File: config.mk
export PLATFORM = sky130hd
export DESIGN_NAME = tccd_top
export DESIGN_NICKNAME = d
export VERILOG_FILES = /design/src/design/tccd_pkg.sv /design/src/design/tccd_top.sv /design/src/design/tccd_debounce.sv /design/src/design/tccd_term_decode.sv
export VERILOG_INCLUDE_DIRS = /design/src /design/src/design
export SDC_FILE = /design/constraint.sdc
export NUM_CORES = 1
export LEC_CHECK = 0
export BUFFER_PORTS_ARGS = -buffer_cell sky130_fd_sc_hd__buf_2
export CORE_AREA = 2 2 154 156
export DETAILED_ROUTE_END_ITERATION = 6
export DIE_AREA = 0 0 156 158
export GPL_TIMING_DRIVEN = 1
export PLACE_DENSITY = 0.63
export RECOVER_POWER = 50
export SLEW_MARGIN = 0
export SYNTH_ARGS = -nofsm -noshare
export SYNTH_HDL_FRONTEND = slang
export SYNTH_SLANG_ARGS = --single-unit
export TNS_END_PERCENT = 10
File: constraint.sdc
create_clock -name pclk -period 6.13 [get_ports pclk]
set_input_delay 0.9195 -clock pclk [delete_from_list [all_inputs] [get_ports pclk]]
set_output_delay 0.9195 -clock pclk [all_outputs]
set_load 0.02 [all_outputs]
File: src/design/tccd_cfg.svh
/*
 constants for the type-c cc attach detect block: register offsets,
 field positions, reset values and timing counts.
 assumes inclusion by bare name from design and bench files.
*/
`ifndef TCCD_CFG_SVH
`define TCCD_CFG_SVH

// register byte offsets on apb
`define TCCD_OFF_CTRL 12'h000
`define TCCD_OFF_DEB 12'h004
`define TCCD_OFF_STAT 12'h008
`define TCCD_OFF_EVT 12'h00C
`define TCCD_OFF_BOOT 12'h010

// control field positions
`define TCCD_CTRL_ROLE_LO 0
`define TCCD_CTRL_ROLE_HI 1
`define TCCD_CTRL_ADV_LO 2
`define TCCD_CTRL_ADV_HI 3
`define TCCD_CTRL_FRS_EN 4
`define TCCD_CTRL_FRS_SIG 5
`define TCCD_CTRL_DB_REL 6
`define TCCD_CTRL_PORT_EN 7

// event bits
`define TCCD_EVT_ATTACH 0
`define TCCD_EVT_DETACH 1
`define TCCD_EVT_FRS 2

// reset values and dual-role toggle half-period count
`define TCCD_CTRL_RST 32'h0000_0000
`define TCCD_DEB_RST 16'h00C8
`define TCCD_DRP_HALF 16'h1388

// boot code meaning wait-for-external-supply
`define TCCD_BOOT_WAIT_EXT 3'h5

`endif

File: src/design/tccd_pkg.sv
/*
 types for the type-c cc attach detect block.
 assumes nothing beyond the cfg header.
*/
package tccd_pkg;
   // decoded termination seen on one cc line
   typedef enum logic [1:0] {TCCD_OPEN, TCCD_RD, TCCD_RA, TCCD_RP} tccd_term_t;
   // advertised source current
   typedef enum logic [1:0] {TCCD_ADV_DEF5, TCCD_ADV_DEF9, TCCD_ADV_1P5,
      TCCD_ADV_3P0} tccd_adv_t;
   // port role selection
   typedef enum logic [1:0] {TCCD_ROLE_SRC, TCCD_ROLE_SNK, TCCD_ROLE_DRP,
      TCCD_ROLE_OFF} tccd_role_t;
   // connection state
   typedef enum logic [3:0] {TCCD_ST_IDLE, TCCD_ST_SNK_ATT, TCCD_ST_CABLE,
      TCCD_ST_CBL_SNK, TCCD_ST_DEBUG, TCCD_ST_AUDIO, TCCD_ST_SINK,
      TCCD_ST_SINK_ATT} tccd_state_t;
endpackage : tccd_pkg

File: src/design/tccd_top.sv
/*
 type-c cc attach detect: source decode, sink and dual-role, fast role
 swap, dead battery hand-over and boot-config capture, apb registers.
 assumes analog comparators give synchronous flags per cc line and the
 adc result arrives with a valid strobe once after power-up.
*/
// Function
// - source with both lines open: nothing attached, watch both, no power
// - one rd, one open: sink attached, vbus on, watch rd line only
// - one ra, one open: powered cable, no power, watch both lines
// - ra plus rd: vbus and vconn on ra line, watch rd line only
// - rd on both is debug, ra on both audio; either detaches
// - source drives pull-up, sink seen below sink-detect threshold
// - advertisement selectable default 500/900 ma, 1.5 a, 3 a
// - below cable threshold classifies line as powered cable vconn input
// - disconnection when monitored line rises above sink-detect threshold
// - sink presents pull-down on both lines, waits for source
// - sink attach indicated by vbus presence, not cc voltage
// - sink derives source current from applied pull-up level
// - dual-role alternates lines between pull-down and pull-up
// - sink with swap enabled: low cc flags core, becomes source
// - source with swap: core enables swap pull-down, becomes sink
// - dead battery untrimmed pull-down until software selects trimmed one
// - power-up adc code of bus-power input chooses start-up behaviour
// - wait-external boot drives sink path only on designated pin
// - adc result kept internal except its top three bits, readable in the boot register over apb
`timescale 1ns/1ns
`default_nettype none
`include "tccd_cfg.svh"
module tccd_top #(
   parameter int DW = 16,
   parameter int ADCW = 8,
   parameter logic [15:0] DRP_HALF = `TCCD_DRP_HALF
) (
   input wire logic pclk,
   input wire logic presetn,
   input wire logic clk_en,
   input wire logic psel,
   input wire logic penable,
   input wire logic pwrite,
   input wire logic [11:0] paddr,
   input wire logic [31:0] pwdata,
   output logic [31:0] prdata,
   output logic pready,
   output logic pslverr,
   input wire logic [1:0] cc_below_sink_detect,
   input wire logic [1:0] cc_below_cable_detect,
   input wire logic [1:0] cc_above_vrd,
   input wire logic [1:0] cc_src_level_1p5,
   input wire logic [1:0] cc_src_level_3p0,
   input wire logic [1:0] cc_below_role_swap,
   input wire logic vbus_present,
   input wire logic dead_battery,
   input wire logic adc_valid,
   input wire logic [ADCW-1:0] adc_code,
   output logic [1:0] source_pullup_current,
   output logic [1:0] source_pullup_en,
   output logic [1:0] trimmed_sink_pulldown,
   output logic [1:0] dead_battery_pulldown,
   output logic [1:0] role_swap_pulldown,
   output logic vbus_source_en,
   output logic vconn_en_cc1,
   output logic vconn_en_cc2,
   output logic external_sink_path_pin
);
   logic [31:0] ctrl_q;
   logic [DW-1:0] deb_q;
   logic [2:0] evt_q;
   logic [2:0] boot_q;
   logic boot_done_q;
   logic db_active_q;
   logic drp_src_q;
   logic [15:0] drp_cnt_q;
   logic frs_role_q;
   logic swap_to_src_q;
   logic swap_to_snk_q;
   tccd_pkg::tccd_state_t st_q;
   tccd_pkg::tccd_state_t st_d;
   tccd_pkg::tccd_term_t raw1;
   tccd_pkg::tccd_term_t raw2;
   tccd_pkg::tccd_term_t t1;
   tccd_pkg::tccd_term_t t2;
   tccd_pkg::tccd_role_t role;
   logic sourcing;
   logic wr;
   logic rd;
   logic addr_ok;
   logic [2:0] evt_set;
   logic [1:0] adv_cap;
   logic connected;
   logic swap_detect;

   // swap latches override the programmed role until the role field changes
   assign role = tccd_pkg::tccd_role_t'(
      ctrl_q[`TCCD_CTRL_ROLE_HI:`TCCD_CTRL_ROLE_LO]);
   always_comb
   begin
      unique case (role)
         tccd_pkg::TCCD_ROLE_SRC: sourcing = !swap_to_snk_q;
         tccd_pkg::TCCD_ROLE_SNK: sourcing = swap_to_src_q;
         tccd_pkg::TCCD_ROLE_DRP: sourcing = drp_src_q;
         tccd_pkg::TCCD_ROLE_OFF: sourcing = 1'b0;
      endcase
   end

   tccd_term_decode u_dec1 (
      .sourcing(sourcing),
      .below_sink_detect(cc_below_sink_detect[0]),
      .below_cable_detect(cc_below_cable_detect[0]),
      .above_sink_vrd(cc_above_vrd[0]),
      .term(raw1)
   );
   tccd_term_decode u_dec2 (
      .sourcing(sourcing),
      .below_sink_detect(cc_below_sink_detect[1]),
      .below_cable_detect(cc_below_cable_detect[1]),
      .above_sink_vrd(cc_above_vrd[1]),
      .term(raw2)
   );
   tccd_debounce #(.CW(DW)) u_deb1 (
      .pclk(pclk),
      .presetn(presetn),
      .ce(clk_en),
      .stable_cycles(deb_q),
      .term_raw(raw1),
      .term_stable(t1)
   );
   tccd_debounce #(.CW(DW)) u_deb2 (
      .pclk(pclk),
      .presetn(presetn),
      .ce(clk_en),
      .stable_cycles(deb_q),
      .term_raw(raw2),
      .term_stable(t2)
   );

   // source decode table; watched lines follow from which terms matter
   always_comb
   begin
      st_d = st_q;
      unique case (st_q)
         tccd_pkg::TCCD_ST_IDLE, tccd_pkg::TCCD_ST_CABLE:
         begin
            if (!sourcing)
               st_d = tccd_pkg::TCCD_ST_SINK;
            else if (t1 == tccd_pkg::TCCD_RD && t2 == tccd_pkg::TCCD_RD)
               st_d = tccd_pkg::TCCD_ST_DEBUG;
            else if (t1 == tccd_pkg::TCCD_RA && t2 == tccd_pkg::TCCD_RA)
               st_d = tccd_pkg::TCCD_ST_AUDIO;
            else if ((t1 == tccd_pkg::TCCD_RA && t2 == tccd_pkg::TCCD_RD) ||
                     (t1 == tccd_pkg::TCCD_RD && t2 == tccd_pkg::TCCD_RA))
               st_d = tccd_pkg::TCCD_ST_CBL_SNK;
            else if (t1 == tccd_pkg::TCCD_RD || t2 == tccd_pkg::TCCD_RD)
               st_d = tccd_pkg::TCCD_ST_SNK_ATT;
            else if (t1 == tccd_pkg::TCCD_RA || t2 == tccd_pkg::TCCD_RA)
               st_d = tccd_pkg::TCCD_ST_CABLE;
            else
               st_d = tccd_pkg::TCCD_ST_IDLE;
         end
         tccd_pkg::TCCD_ST_SNK_ATT, tccd_pkg::TCCD_ST_CBL_SNK:
         begin
            // only the rd line ends the session; ra line ignored
            if (!sourcing || (t1 != tccd_pkg::TCCD_RD &&
                t2 != tccd_pkg::TCCD_RD))
               st_d = tccd_pkg::TCCD_ST_IDLE;
         end
         tccd_pkg::TCCD_ST_DEBUG:
         begin
            if (!sourcing || t1 != tccd_pkg::TCCD_RD ||
                t2 != tccd_pkg::TCCD_RD)
               st_d = tccd_pkg::TCCD_ST_IDLE;
         end
         tccd_pkg::TCCD_ST_AUDIO:
         begin
            if (!sourcing || t1 != tccd_pkg::TCCD_RA ||
                t2 != tccd_pkg::TCCD_RA)
               st_d = tccd_pkg::TCCD_ST_IDLE;
         end
         tccd_pkg::TCCD_ST_SINK:
         begin
            if (sourcing)
               st_d = tccd_pkg::TCCD_ST_IDLE;
            else if (vbus_present)
               st_d = tccd_pkg::TCCD_ST_SINK_ATT;
         end
         tccd_pkg::TCCD_ST_SINK_ATT:
         begin
            if (sourcing)
               st_d = tccd_pkg::TCCD_ST_IDLE;
            else if (!vbus_present)
               st_d = tccd_pkg::TCCD_ST_SINK;
         end
         default: st_d = tccd_pkg::TCCD_ST_IDLE;
      endcase
   end

   // connection state register
   always_ff @(posedge pclk or negedge presetn)
   begin
      if (!presetn)
         st_q <= tccd_pkg::TCCD_ST_IDLE;
      else if (clk_en)
         st_q <= st_d;
   end

   assign connected = st_q != tccd_pkg::TCCD_ST_IDLE &&
      st_q != tccd_pkg::TCCD_ST_SINK && st_q != tccd_pkg::TCCD_ST_CABLE;

   // dual-role toggle halts once connected; a cable alone keeps it toggling
   always_ff @(posedge pclk or negedge presetn)
   begin
      if (!presetn)
      begin
         drp_cnt_q <= '0;
         drp_src_q <= 1'b0;
      end
      else if (clk_en)
      begin
         if (role != tccd_pkg::TCCD_ROLE_DRP || connected)
            drp_cnt_q <= '0;
         else if (drp_cnt_q >= DRP_HALF)
         begin
            drp_cnt_q <= '0;
            drp_src_q <= !drp_src_q;
         end
         else
            drp_cnt_q <= drp_cnt_q + 16'h0001;
      end
   end

   // fast role swap latches; each cleared when the role field no longer selects its role
   always_ff @(posedge pclk or negedge presetn)
   begin
      if (!presetn)
      begin
         swap_to_src_q <= 1'b0;
         swap_to_snk_q <= 1'b0;
      end
      else if (clk_en)
      begin
         if (swap_detect)
            swap_to_src_q <= 1'b1;
         else if (role != tccd_pkg::TCCD_ROLE_SNK)
            swap_to_src_q <= 1'b0;
         if (ctrl_q[`TCCD_CTRL_FRS_EN] && ctrl_q[`TCCD_CTRL_FRS_SIG] &&
             sourcing && connected)
            swap_to_snk_q <= 1'b1;
         else if (role != tccd_pkg::TCCD_ROLE_SRC)
            swap_to_snk_q <= 1'b0;
      end
   end
   assign frs_role_q = swap_to_src_q | swap_to_snk_q;

   // boot capture: adc code read once, only the decoded choice kept
   always_ff @(posedge pclk or negedge presetn)
   begin
      if (!presetn)
      begin
         boot_q <= 3'h0;
         boot_done_q <= 1'b0;
         db_active_q <= 1'b1; // untrimmed pull-down from reset; boot capture keeps it only on dead battery
      end
      else if (clk_en)
      begin
         if (adc_valid && !boot_done_q)
         begin
            boot_q <= adc_code[ADCW-1:ADCW-3];
            boot_done_q <= 1'b1;
            db_active_q <= dead_battery;
         end
         else if (ctrl_q[`TCCD_CTRL_DB_REL])
            db_active_q <= 1'b0;
      end
   end

   // swap flagged in the one cycle before the source latch takes over
   assign swap_detect = ctrl_q[`TCCD_CTRL_FRS_EN] && !sourcing &&
      st_q == tccd_pkg::TCCD_ST_SINK_ATT && |cc_below_role_swap &&
      !swap_to_src_q;
   // event sticky bits; a new event wins over a clear in the same cycle
   assign evt_set = {swap_detect,
      st_q != st_d && st_d == tccd_pkg::TCCD_ST_IDLE,
      st_q != st_d && st_q == tccd_pkg::TCCD_ST_IDLE};
   always_ff @(posedge pclk or negedge presetn)
   begin
      if (!presetn)
         evt_q <= 3'h0;
      else if (clk_en)
      begin
         if (wr && paddr == `TCCD_OFF_EVT)
            evt_q <= (evt_q & ~pwdata[2:0]) | evt_set;
         else
            evt_q <= evt_q | evt_set;
      end
   end

   // apb slave, zero wait states
   assign pready = 1'b1;
   assign wr = psel && penable && pwrite && clk_en;
   assign rd = psel && !pwrite && clk_en; // frozen reads keep old data
   assign addr_ok = paddr == `TCCD_OFF_CTRL || paddr == `TCCD_OFF_DEB ||
      paddr == `TCCD_OFF_STAT || paddr == `TCCD_OFF_EVT ||
      paddr == `TCCD_OFF_BOOT;
   assign pslverr = psel && penable && !addr_ok;
   always_ff @(posedge pclk or negedge presetn)
   begin
      if (!presetn)
      begin
         ctrl_q <= `TCCD_CTRL_RST;
         deb_q <= DW'(`TCCD_DEB_RST);
      end
      else if (wr && paddr == `TCCD_OFF_CTRL)
         ctrl_q <= pwdata;
      else if (wr && paddr == `TCCD_OFF_DEB)
         deb_q <= pwdata[DW-1:0];
   end

   // read mux registered in setup so data is stable in access
   always_ff @(posedge pclk or negedge presetn)
   begin
      if (!presetn)
         prdata <= 32'h0000_0000;
      else if (rd && !penable)
      begin
         unique case (paddr)
            `TCCD_OFF_CTRL: prdata <= ctrl_q;
            `TCCD_OFF_DEB: prdata <= 32'(deb_q);
            `TCCD_OFF_STAT: prdata <= {18'h0_0000, adv_cap, t2, t1,
               2'(frs_role_q), db_active_q, sourcing, st_q};
            `TCCD_OFF_EVT: prdata <= {29'h0, evt_q};
            `TCCD_OFF_BOOT: prdata <= {28'h0, boot_done_q, boot_q};
            default: prdata <= 32'h0000_0000;
         endcase
      end
   end

   // sink side: advertised current from the pull-up level seen
   assign adv_cap = (|cc_src_level_3p0) ? 2'h3 :
      (|cc_src_level_1p5) ? 2'h2 : 2'h1;

   // pin and power drive
   always_ff @(posedge pclk or negedge presetn)
   begin
      if (!presetn)
      begin
         source_pullup_current <= 2'h0;
         source_pullup_en <= 2'h0;
         trimmed_sink_pulldown <= 2'h0;
         dead_battery_pulldown <= 2'h3;
         role_swap_pulldown <= 2'h0;
         vbus_source_en <= 1'b0;
         vconn_en_cc1 <= 1'b0;
         vconn_en_cc2 <= 1'b0;
         external_sink_path_pin <= 1'b0;
      end
      else if (clk_en)
      begin
         source_pullup_current <=
            ctrl_q[`TCCD_CTRL_ADV_HI:`TCCD_CTRL_ADV_LO];
         source_pullup_en <= {2{sourcing}};
         dead_battery_pulldown <= {2{db_active_q}};
         trimmed_sink_pulldown <= {2{!sourcing && !db_active_q}};
         role_swap_pulldown <= {t2 != tccd_pkg::TCCD_OPEN,
            t1 != tccd_pkg::TCCD_OPEN} & {2{swap_to_snk_q}};
         vbus_source_en <= sourcing &&
            (st_q == tccd_pkg::TCCD_ST_SNK_ATT ||
             st_q == tccd_pkg::TCCD_ST_CBL_SNK);
         vconn_en_cc1 <= sourcing && st_q == tccd_pkg::TCCD_ST_CBL_SNK &&
            t1 == tccd_pkg::TCCD_RA;
         vconn_en_cc2 <= sourcing && st_q == tccd_pkg::TCCD_ST_CBL_SNK &&
            t2 == tccd_pkg::TCCD_RA;
         external_sink_path_pin <= boot_q == `TCCD_BOOT_WAIT_EXT &&
            boot_done_q && st_q == tccd_pkg::TCCD_ST_SINK_ATT;
      end
   end

   // no power with nothing attached
   AST_IDLE_NO_POWER: assert property (@(posedge pclk) disable iff
      (!presetn) $past(st_q) == tccd_pkg::TCCD_ST_IDLE && $past(clk_en)
      |-> !vbus_source_en && !vconn_en_cc1 && !vconn_en_cc2)
      else $error("power while idle");
   // sink attach powers vbus without vconn next cycle
   AST_SNK_VBUS: assert property (@(posedge pclk) disable iff (!presetn)
      st_q == tccd_pkg::TCCD_ST_SNK_ATT && sourcing && clk_en
      |=> vbus_source_en && !vconn_en_cc1 && !vconn_en_cc2)
      else $error("sink attach power wrong");
   AST_CABLE_OFF: assert property (@(posedge pclk) disable iff (!presetn)
      st_q == tccd_pkg::TCCD_ST_CABLE && clk_en |=> !vbus_source_en)
      else $error("cable only powered vbus");
   AST_VCONN_ONE: assert property (@(posedge pclk) disable iff (!presetn)
      !(vconn_en_cc1 && vconn_en_cc2))
      else $error("vconn on both lines");
   AST_ACC_DETACH: assert property (@(posedge pclk) disable iff (!presetn)
      st_q == tccd_pkg::TCCD_ST_DEBUG && clk_en && t1 == tccd_pkg::TCCD_OPEN
      |=> st_q == tccd_pkg::TCCD_ST_IDLE)
      else $error("debug detach missed");
   AST_SINK_VBUS: assert property (@(posedge pclk) disable iff (!presetn)
      st_q == tccd_pkg::TCCD_ST_SINK && !sourcing && vbus_present && clk_en
      |=> st_q == tccd_pkg::TCCD_ST_SINK_ATT)
      else $error("sink attach on vbus missed");
   AST_DB_PULLDOWN: assert property (@(posedge pclk) disable iff (!presetn)
      !(dead_battery_pulldown[0] && trimmed_sink_pulldown[0]))
      else $error("both pull-downs on");
   AST_EXT_PATH: assert property (@(posedge pclk) disable iff (!presetn)
      external_sink_path_pin |-> boot_q == `TCCD_BOOT_WAIT_EXT)
      else $error("external path without boot choice");
endmodule : tccd_top
`default_nettype wire

File: src/design/tccd_debounce.sv
/*
 debounce of one decoded cc line termination.
 assumes term_raw is synchronous to pclk and changes slowly.
*/
`timescale 1ns/1ns
`default_nettype none
module tccd_debounce #(
   parameter int CW = 16
) (
   input wire logic pclk,
   input wire logic presetn,
   input wire logic ce,
   input wire logic [CW-1:0] stable_cycles,
   input wire tccd_pkg::tccd_term_t term_raw,
   output tccd_pkg::tccd_term_t term_stable
);
   tccd_pkg::tccd_term_t last_q;
   logic [CW-1:0] cnt_q;

   // output only moves after raw held for the programmed interval
   always_ff @(posedge pclk or negedge presetn)
   begin
      if (!presetn)
      begin
         last_q <= tccd_pkg::TCCD_OPEN;
         cnt_q <= '0;
         term_stable <= tccd_pkg::TCCD_OPEN;
      end
      else if (ce)
      begin
         if (term_raw != last_q)
         begin
            last_q <= term_raw;
            cnt_q <= '0;
         end
         else if (cnt_q >= stable_cycles)
            term_stable <= last_q;
         else
            cnt_q <= cnt_q + 1'b1;
      end
   end
endmodule : tccd_debounce
`default_nettype wire

File: src/design/tccd_term_decode.sv
/*
 classifies one cc line from comparator flags into a termination.
 assumes comparator thresholds are already set for the advertisement.
*/
`timescale 1ns/1ns
`default_nettype none
module tccd_term_decode (
   input wire logic sourcing,
   input wire logic below_sink_detect,
   input wire logic below_cable_detect,
   input wire logic above_sink_vrd,
   output tccd_pkg::tccd_term_t term
);
   // ra pulls lower than rd, so test the cable threshold first
   always_comb
   begin
      if (sourcing)
      begin
         if (below_cable_detect)
            term = tccd_pkg::TCCD_RA;
         else if (below_sink_detect)
            term = tccd_pkg::TCCD_RD;
         else
            term = tccd_pkg::TCCD_OPEN;
      end
      else
         term = above_sink_vrd ? tccd_pkg::TCCD_RP : tccd_pkg::TCCD_OPEN;
   end
endmodule : tccd_term_decode
`default_nettype wire

==> results of run 1 <==
cell usage after synthesis, types with 4 or more instances:
| cell type | instances |
|---|---|
| nand3_1 | 31 |
| nand3b_1 | 5 |
| o31ai_1 | 11 |
| buf_2 | 4 |
| nor2b_1 | 15 |
| a211oi_1 | 13 |
| mux2_1 | 36 |
| buf_4 | 5 |
| mux2i_1 | 16 |
| o41ai_1 | 4 |
| o21a_1 | 5 |
| nand4_1 | 13 |
| a31oi_1 | 7 |
| o21ai_0 | 44 |
| a22o_1 | 21 |
| dfrtp_1 | 157 |
| xnor2_1 | 4 |
| and2_1 | 8 |
| clkbuf_1 | 30 |
| or4_1 | 7 |
| buf_1 | 6 |
| a22oi_1 | 4 |
| o211ai_1 | 6 |
| inv_1 | 40 |
| or3_1 | 5 |
| nor2_1 | 57 |
| nor3_1 | 16 |
| nand2_1 | 102 |
| dfstp_2 | 5 |
| mux2_2 | 13 |
| o21ai_1 | 37 |
| a21oi_1 | 42 |
| and3_1 | 8 |
| nand2b_1 | 8 |
| ha_1 | 36 |
| a221oi_1 | 4 |
layout make-up:
| class | count | area (um^2) | area share |
|---|---|---|---|
| multi-input combinational | 630 | 4140 | 0.421 |
| sequential | 162 | 4060 | 0.413 |
| clock buffer | 18 | 439 | 0.0447 |
| inverter | 41 | 154 | 0.0157 |
| clock inverter | 14 | 124 | 0.0126 |
| tap | 290 | 363 | 0.0369 |
| timing repair buffer | 121 | 554 | 0.0564 |
| antenna | 1 | 2.50 | 0.000254 |
worst min-delay path, cell delays in order (launching register included):
cell     delay, ps
dfrtp_1        350
nand2_1         50
o21ai_0         60
per-stage QoR:
stage                     hold slack [ps]   util  worst slack [ps]  instance area, um^2  std cells
after global placement                457  0.405              2510                 9340       1244
after global routing                  503  0.427              1440                 9830       1277
after CTS                             485  0.430              2410                 9910       1276
after floorplan                       441      -              3250                 8550        879
after detailed placement              471  0.405              2420                 9340       1244
final                                 484  0.427              1790                 9830       1277
per-layer routing:
layer	track usage	share of wire	up-vias
met5	0	0.00059	-
met3	0.0364	0.044	20
met2	0.311	0.48	165
met4	0.0603	0.018	2
met1	0.234	0.46	3409
li1	-	-	3361
flip-flops by register name (all words and copies together), names as in the netlist, 2 cells and up:
name                   cells
ctrl_q                    32
prdata                    32
deb_q                     16
drp_cnt_q                 16
u_deb1.cnt_q              16
u_deb2.cnt_q              16
st_q                       4
boot_q                     3
evt_q                      3
role_swap_pulldown         2
source_pullup_current      2
u_deb1.last_q              2
u_deb1.term_stable         2
u_deb2.last_q              2
u_deb2.term_stable         2
logic make-up after synthesis:
| family | after synthesis | share of synthesized area |
|---|---|---|
| compound gates | 231 | 0.177 |
| simple gates | 290 | 0.163 |
| flops | 162 | 0.475 |
| xor+xnor | 7 | 0.00717 |
| fa+ha+maj | 36 | 0.0527 |
| mux | 65 | 0.0832 |
| buf+inv | 87 | 0.0418 |
| other cells | 1 | 0.000438 |
path summary, 6_finish.rpt:
kind	endpoint	slack (ps)
worst min register to register	prdata[13]$_DFFE_PN0P_	480
worst min-delay path	prdata[13]$_DFFE_PN0P_	480
worst max-delay path	u_deb1.term_stable[0]$_DFFE_PN0P_	1790
min in group asynchronous	prdata[13]$_DFFE_PN0P_	1360
max in group asynchronous	vconn_en_cc2$_DFFE_PN0P_	2250
worst max register to register	u_deb2.term_stable[0]$_DFFE_PN0P_	2370
power by group through the flow:
| stage | logic [uW] | clock network (uW) | registers (uW) |
|---|---|---|---|
| global placement | 282 | 0 | 1160 |
| global route | 325 | 1080 | 1150 |
| CTS | 291 | 1040 | 1140 |
| floorplan | 198 | 0 | 1150 |
| detailed placement | 288 | 0 | 1160 |
| finish | 286 | 1010 | 1140 |
==> flow_summary.ini, run 1 <==
[setup_path]
cp_cell_sequence = clkbuf_1 -> clkbuf_1 -> nand2_1 -> nor2_1 -> mux2_2
path_buf_inv = 2
start_kind = primary input
max_stage_delay_ps = 1670
slowest_stage = clkbuf_1
rr_worst_depth = 7
timing.rr.start = ctrl_q[1]$_DFFE_PN0P_
cp_top_family = buffers and inverters
cp.required_ps = 6440
path_class = in2reg
cp_max_fo = 47
startpoint = clk_en
critPathCaptureType = flip-flop
cp_data_arrival_time_ps = 4660
cp_common_cell = clkbuf_1
path_depth = 5

[power]
intPower_uw = 1750
p_comb_frac = 0.117
power.switching_uw = 691
total_power_uw = 2440
clock_power_share = 0.415
vdd_drop_max_v = 0.000145
p_sw_frac = 0.283
leakagePower_uw = 0.00464
seq_power_share = 0.468
power.density_nw_per_um2 = 248

[synth]
yosysWarnings = 0
yosys-top-cells-area = dfrtp_1, ha_1, mux2_1
synth_nets = 988
synthArstFlopShare = 1.00
ys_seq_area_frac = 0.475
syn_area_um2 = 8550
ys_seq_elements = 162
synth_edf_count = 0
avgSynthCellArea_um2 = 9.73
synth_cells = 879
yosysUniqueCellTypes = 72
yosysTopAreaCellShare = 0.459
synth_top_area_cell = dfrtp_1
synth_flop_cell = dfrtp_1

[grt]
grt_usage = 0.183
overflow = 0
antenna_found_initial = 3
grt_pass1_vias = 6767
grt_pass1_wl_um = 35400
grt_max_degree = 110

[final_layout]
area_growth_pct = 14.9
nNetsFinal = 1082
drive_gt1_frac = 0.131
mostFrequentLayoutCells = dfrtp_1, nand2_1, buf_2, nor2_1, clkbuf_1
final_common_cell = dfrtp_1
fill_cells = 2256

[sta]
min_period_ps = 4340
hold_viol_final = 0
slew_viol_final = 158
slew_headroom = -0.860
timing.fmax_mhz = 230
finClkSkew_ps = 6.92
rsz0062_at_grt = false
worst_pin_slew_ps = 2790
setup_viol_count_final = 0
post-route-period-util = 0.709
finalSetupTns_ps = 0

[floorplan]
start_util = 0.371
dieArea_um2 = 24600
io_pins = 121
die_y_um = 158
core_area_um2 = 23100
die_w_um = 156
num_rows = 56

[route]
totalWireLength_um = 21900
drt-wirelength-per-cell_um = 17.1
ant_nets = 0
viasPerCell = 5.45
drc = 0
drt_iter0_markers = 421
dr.pass1.iters = 5
dr_total_vias = 6957

[cts]
clock_path_buffers = 2
insertion_delay_ps = 430
h-tree-depth = 4
cts_resized = 0
cts_tree = built
postCtsHoldBufs = 0
clock-sinks = 162
clk_pin_slew_worst_paths_ps = 70
cts_made_buffers = 17
cts-root-buf = clkbuf_16
post-cts-setup-buffers = 0

[hold_path]
hp-start = prdata[13]$_DFFE_PN0P_
hp-class = reg2reg
min_path_cells = 2

[status]
status = complete, but fails checks
violations = max-capacitance violations, max-slew violations

[flow_run]
max_cap_violations = 2

[placement]
gp_congestion = 0.828
io_buffer_count = 114
post-dp-hpwl_um = 15800
Note: power is estimated with default switching activity, not from simulation.
==> run 2: changes to the inputs <==
--- a/config.mk
+++ b/config.mk
@@ -6,12 +6,13 @@
 export SDC_FILE = /design/constraint.sdc
 export NUM_CORES = 1
 export LEC_CHECK = 0
+export ABC_AREA = 1
 export BUFFER_PORTS_ARGS = -buffer_cell sky130_fd_sc_hd__buf_2
-export CORE_AREA = 2 2 154 156
+export CORE_AREA = 2 2 157 159
 export DETAILED_ROUTE_END_ITERATION = 6
-export DIE_AREA = 0 0 156 158
+export DIE_AREA = 0 0 159 161
 export GPL_TIMING_DRIVEN = 1
-export PLACE_DENSITY = 0.63
+export PLACE_DENSITY = 0.65
 export RECOVER_POWER = 50
 export SLEW_MARGIN = 0
 export SYNTH_ARGS = -nofsm -noshare
==> constraint.sdc (replaced) <==
create_clock -name pclk -period 3.9 [get_ports pclk]
set_input_delay 0.585 -clock pclk [delete_from_list [all_inputs] [get_ports pclk]]
set_output_delay 0.585 -clock pclk [all_outputs]
set_load 0.02 [all_outputs]
==> flow_summary.ini, run 2 <==
[power]
intPower_uw = 2810
clock_power_share = 0.436
total_power_uw = 4020
power.density_nw_per_um2 = 386
seq_power_share = 0.444
leakagePower_uw = 0.00532
p_comb_frac = 0.120
vdd_drop_max_v = 0.000196
power.switching_uw = 1210
p_sw_frac = 0.300

[cts]
post-cts-setup-buffers = 0
postCtsHoldBufs = 0
h-tree-depth = 4
cts_resized = 0
clock_path_buffers = 2
cts-root-buf = clkbuf_16
clock-sinks = 162
insertion_delay_ps = 440
cts_tree = built
clk_pin_slew_worst_paths_ps = 70
cts_made_buffers = 17

[sta]
rsz0062_at_grt = false
post-route-period-util = 0.709
timing.fmax_mhz = 362
slew_viol_final = 151
min_period_ps = 2770
hold_viol_final = 0
slew_headroom = -0.379
worst_pin_slew_ps = 2070
setup_viol_count_final = 0
finalSetupTns_ps = 0
finClkSkew_ps = 8.03
fin_hold_ws_ps = 380

[synth]
yosysMostFrequentCell = nand2_1
avgSynthCellArea_um2 = 7.89
synthArstFlopShare = 1.00
ys_seq_area_frac = 0.452
yosysTopAreaCellShare = 0.437
yosysWarnings = 0
yosysUniqueCellTypes = 46
synth_edf_count = 0
syn_area_um2 = 8980
ys_seq_elements = 162
synth_nets = 1247
synth_cells = 1138
synth_flop_cell = dfrtp_1
netlist_top_cells_count = nand2_1, dfrtp_1, inv_1
yosys-top-cells-area = dfrtp_1, nand2_1, inv_1
synth_top_area_cell = dfrtp_1

[floorplan]
core_area_um2 = 24000
io_pins = 121
die_y_um = 161
num_rows = 57
start_util = 0.375
die_w_um = 159
dieArea_um2 = 25600

[final_layout]
largestRegisters = ctrl_q x32, prdata x32
drive_gt1_frac = 0.156
mostFrequentLayoutCells = nand2_1, dfrtp_1, inv_1, buf_2, nor2_1
stdcell_area_um2 = 10400
area_growth_pct = 16.0
final_common_cell = nand2_1
antenna_cells = 0
nNetsFinal = 1347
layoutNonFillerInstCount = 1575

[status]
violations = max-capacitance violations, max-slew violations
status = complete, but fails checks

[placement]
post-dp-hpwl_um = 16500
gp_congestion = 0.870
placed_cells = 1543
io_buffer_count = 114
placed_area_um2 = 9800

[route]
viasPerCell = 4.98
drc = 0
totalWireLength_um = 23000
drt-wirelength-per-cell_um = 14.6
dr.pass1.iters = 5
drt_iter0_markers = 576
dr_total_vias = 7840
ant_nets = 0

[grt]
grt_usage = 0.184
overflow = 0
grt_pass1_vias = 7299
grt_pass1_wl_um = 38000
grt_max_degree = 80
antenna_found_initial = 0

[setup_path]
slowest_stage = a21oi_2
max_stage_delay_ps = 720
path_class = in2reg
cp_max_fo = 46
cp_data_arrival_time_ps = 3130
cp_cell_sequence = clkbuf_1 -> inv_1 -> nor4_4 -> inv_2 -> a21oi_2 -> o21ai_0 -> nand2_1
critPathCaptureType = flip-flop
start_kind = primary input
cp.required_ps = 4270

[flow_run]
max_cap_violations = 2

[hold_path]
hp-class = in2reg
==> run 2: area by class of cell <==
cell class	instances	area, um^2
Multi-Input combinational cell	803	4200
Sequential cell	162	4060
Clock buffer	17	425
Tap cell	324	405
Fill cell	2476	13500
Inverter	133	499
Timing Repair Buffer	121	624
Clock inverter	15	205
==> run 2: per-stage QoR <==
stage / setup WS, ps / util
2_1_floorplan: 1890 / -
3_3_place_gp: 994 / 0.409
3_5_place_dp: 901 / 0.409
4_1_cts: 1350 / 0.435
5_1_grt: 916 / 0.435
6_report: 1130 / 0.435
==> run 2: path summary, 6_finish.rpt <==
check | from | end | slack, ps | cells past startpoint
worst max-delay path | clk_en | prdata[4]$_DFFE_PN0P_ | 1130 | 7
worst min-delay path | adc_code[7] | boot_q[2]$_DFFE_PN0P_ | 380 | 2
worst max register to register | ctrl_q[1]$_DFFE_PN0P_ | u_deb1.term_stable[1]$_DFFE_PN0P_ | 1430 | 12
worst min register to register | prdata[13]$_DFFE_PN0P_ | prdata[13]$_DFFE_PN0P_ | 480 | 2
max in group asynchronous | presetn | dead_battery_pulldown[0]$_DFFE_PN1P_ | 1810 | 2
min in group asynchronous | presetn | drp_cnt_q[11]$_DFFE_PN0P_ | 720 | 1
==> run 2: cells by family (layout without fill, tap and decap cells) <==
logic type | Yosys count | after routing | share of synthesized area
simple gates | 568 | 568 | 0.276
buf+inv | 173 | 286 | 0.0808
compound gates | 162 | 162 | 0.105
flops | 162 | 162 | 0.452
fa+ha+maj | 36 | 36 | 0.0502
xor+xnor | 34 | 34 | 0.0332
mux | 2 | 2 | 0.00251
other cells | 1 | 1 | 0.000418
==> run 2: layer usage <==
| layer | share of wire | global-route usage | vias to the layer above |
|---|---|---|---|
| met5 | 0 | 0 | - |
| met4 | 0.020 | 0.0603 | 0 |
| met3 | 0.047 | 0.0331 | 31 |
| met2 | 0.45 | 0.290 | 210 |
| met1 | 0.48 | 0.259 | 3696 |
| li1 | - | - | 3903 |
==> run 2: worst max-delay path: cells and delay by family <==
family	cells	cell delay, ps
AOI/OAI and AO/OA	2	1060
buffers and inverters	3	920
and+or+nand+nor	2	560
==> run 2: power by group through the flow <==
stage | sequential (uW) | combinational [uW] | clock (uW)
after global routing | 1790 | 552 | 1870
final | 1780 | 484 | 1750
after floorplan | 1820 | 313 | 0
after CTS | 1780 | 485 | 1790
after detailed placement | 1820 | 482 | 0
after global placement | 1820 | 477 | 0
==> run 3: changes to the inputs <==
==> constraint.sdc (replaced) <==
create_clock -name pclk -period 2.29 [get_ports pclk]
set_input_delay 0.3435 -clock pclk [delete_from_list [all_inputs] [get_ports pclk]]
set_output_delay 0.3435 -clock pclk [all_outputs]
set_load 0.02 [all_outputs]
==> flow_summary.ini, run 3 (synthesis gave the netlist of run 2 again) <==
[status]
status = complete, no violations

[grt]
overflow = 0
grt_pass1_vias = 7481
grt_pass1_wl_um = 38800
grt_max_degree = 65
antenna_found_initial = 1
grt_usage = 0.188

[setup_path]
reg2reg_slack_ps = 160
cp_max_fo = 16
cp.required_ps = 2620
critPathCaptureType = flip-flop
cp_data_arrival_time_ps = 2450
start_kind = flip-flop
path_class = reg2reg

[route]
ant_nets = 0
viasPerCell = 5.00
drt_iter0_markers = 718
drt-wirelength-per-cell_um = 14.7
dr.pass1.iters = 5
totalWireLength_um = 23400
drc = 0
dr_total_vias = 7959

[sta]
rsz0062_at_grt = false
setup_viol_count_final = 0
finClkSkew_ps = 11.9
worst_pin_slew_ps = 1170
finalSetupTns_ps = 0
min_period_ps = 2130
setup_slack_ps = 164
hold_viol_final = 0
slew_headroom = 0.222
post-route-period-util = 0.928
timing.fmax_mhz = 470
slew_viol_final = 0

[cts]
cts_tree = built
clock-sinks = 162
clock_path_buffers = 2
h-tree-depth = 4
cts-root-buf = clkbuf_16
clk_pin_slew_worst_paths_ps = 70
cts_made_buffers = 17
insertion_delay_ps = 440

[power]
seq_power_share = 0.452
leakagePower_uw = 0.00534
clock_power_share = 0.420
vdd_drop_max_v = 0.000473
p_sw_frac = 0.304
p_comb_frac = 0.127
power.density_nw_per_um2 = 639
intPower_uw = 4680
power.switching_uw = 2040

[placement]
placed_area_um2 = 9920
post-dp-hpwl_um = 17100
pre_cts_ws_ps = 87.2
gp_congestion = 0.860
io_buffer_count = 114

[final_layout]
mostFrequentLayoutCells = nand2_1, dfrtp_1, inv_1, nor2_1, buf_2
utilization = 0.439
largestRegisters = ctrl_q x32, prdata x32
nNetsFinal = 1362
final_common_cell = nand2_1
stdcell_area_um2 = 10500
drive_gt1_frac = 0.163
area_growth_pct = 17.1

[hold_path]
hp-class = in2reg

[floorplan]
start_util = 0.375
dieArea_um2 = 25600
core_area_um2 = 24000
io_pins = 121
num_rows = 57
die_w_um = 159
die_y_um = 161

[flow_run]
max_cap_violations = 0
## run 3: cell types whose count changed in the layout (fill, tap and decap cells not counted), moves of 2 or more
cell | before | now
buf_2 | 112 | 105
buf_4 | 3 | 16
clkbuf_1 | 3 | 9
inv_8 | 6 | 4
nand3_1 | 79 | 77
nand3_2 | 1 | 3
## run 3: layer usage
metal / global-route usage / wire length, um
met3: 0.0354 / 1250
met1: 0.260 / 10800
met4: 0.0591 / 384
met5: 0 / 0
met2: 0.302 / 10900
## run 3: timing repair
item	4_1_cts	5_1_grt
buffers inserted	0	2
endpoints found under the setup margin	0	32
gates resized for setup	0	2
endpoints found under the hold margin	40	0
hold buffers	1	0
## run 3: cell type report
cell class / count / area [um^2]
Clock buffer: 17 / 425
Antenna cell: 1 / 2.50
Sequential cell: 162 / 4060
Clock inverter: 15 / 166
Timing Repair Buffer: 136 / 751
Multi-Input combinational cell: 803 / 4210
Tap cell: 324 / 405
Inverter: 133 / 499
Fill cell: 2449 / 13400
## run 3: path summary, 6_finish.rpt
kind                                                       from                              endpoint  depth (start not counted)
setup / recovery                           deb_q[3]$_DFFE_PN1P_          u_deb1.cnt_q[13]$_DFFE_PN0P_                         13
hold / removal                                      adc_code[5]                 boot_q[0]$_DFFE_PN0P_                          2
setup reg to reg                           deb_q[3]$_DFFE_PN1P_          u_deb1.cnt_q[13]$_DFFE_PN0P_                         13
hold reg to reg            source_pullup_current[0]$_DFFE_PN0P_  source_pullup_current[0]$_DFFE_PN0P_                          2
max in group asynchronous                               presetn           u_deb2.cnt_q[1]$_DFFE_PN0P_                          3
min in group asynchronous                               presetn  source_pullup_current[0]$_DFFE_PN0P_                          2
## run 3: power by group through the flow
stage | clock [uW] | combinational, uW | sequential (uW)
after detailed placement | 0 | 844 | 3090
after CTS | 2880 | 848 | 3040
after floorplan | 0 | 534 | 3090
after global placement | 0 | 832 | 3090
after global routing | 3000 | 964 | 3050
final | 2820 | 855 | 3040
## run 3: worst max-delay path: stages, from the launching register on
cell      delay [ps]
dfstp_2          560
inv_1             90
ha_1             320
nand2_1          100
o21bai_1         110
nand2_1           70
nand2_1           60
nand2_1           40
nand2_1           60
nand3_2          120
nand3_4          150
nand2_4          140
nand2_1          120
nand2_1           60
## run 3: per-stage QoR
stage | std cells | hold WS, ps | power [uW]
3_3_place_gp | 1555 | 296 | 3920
4_1_cts | 1588 | 121 | 6770
5_1_grt | 1591 | 122 | 7020
2_1_floorplan | 1138 | 47.9 | 3630
3_5_place_dp | 1555 | 297 | 3940
6_report | 1591 | 127 | 6720
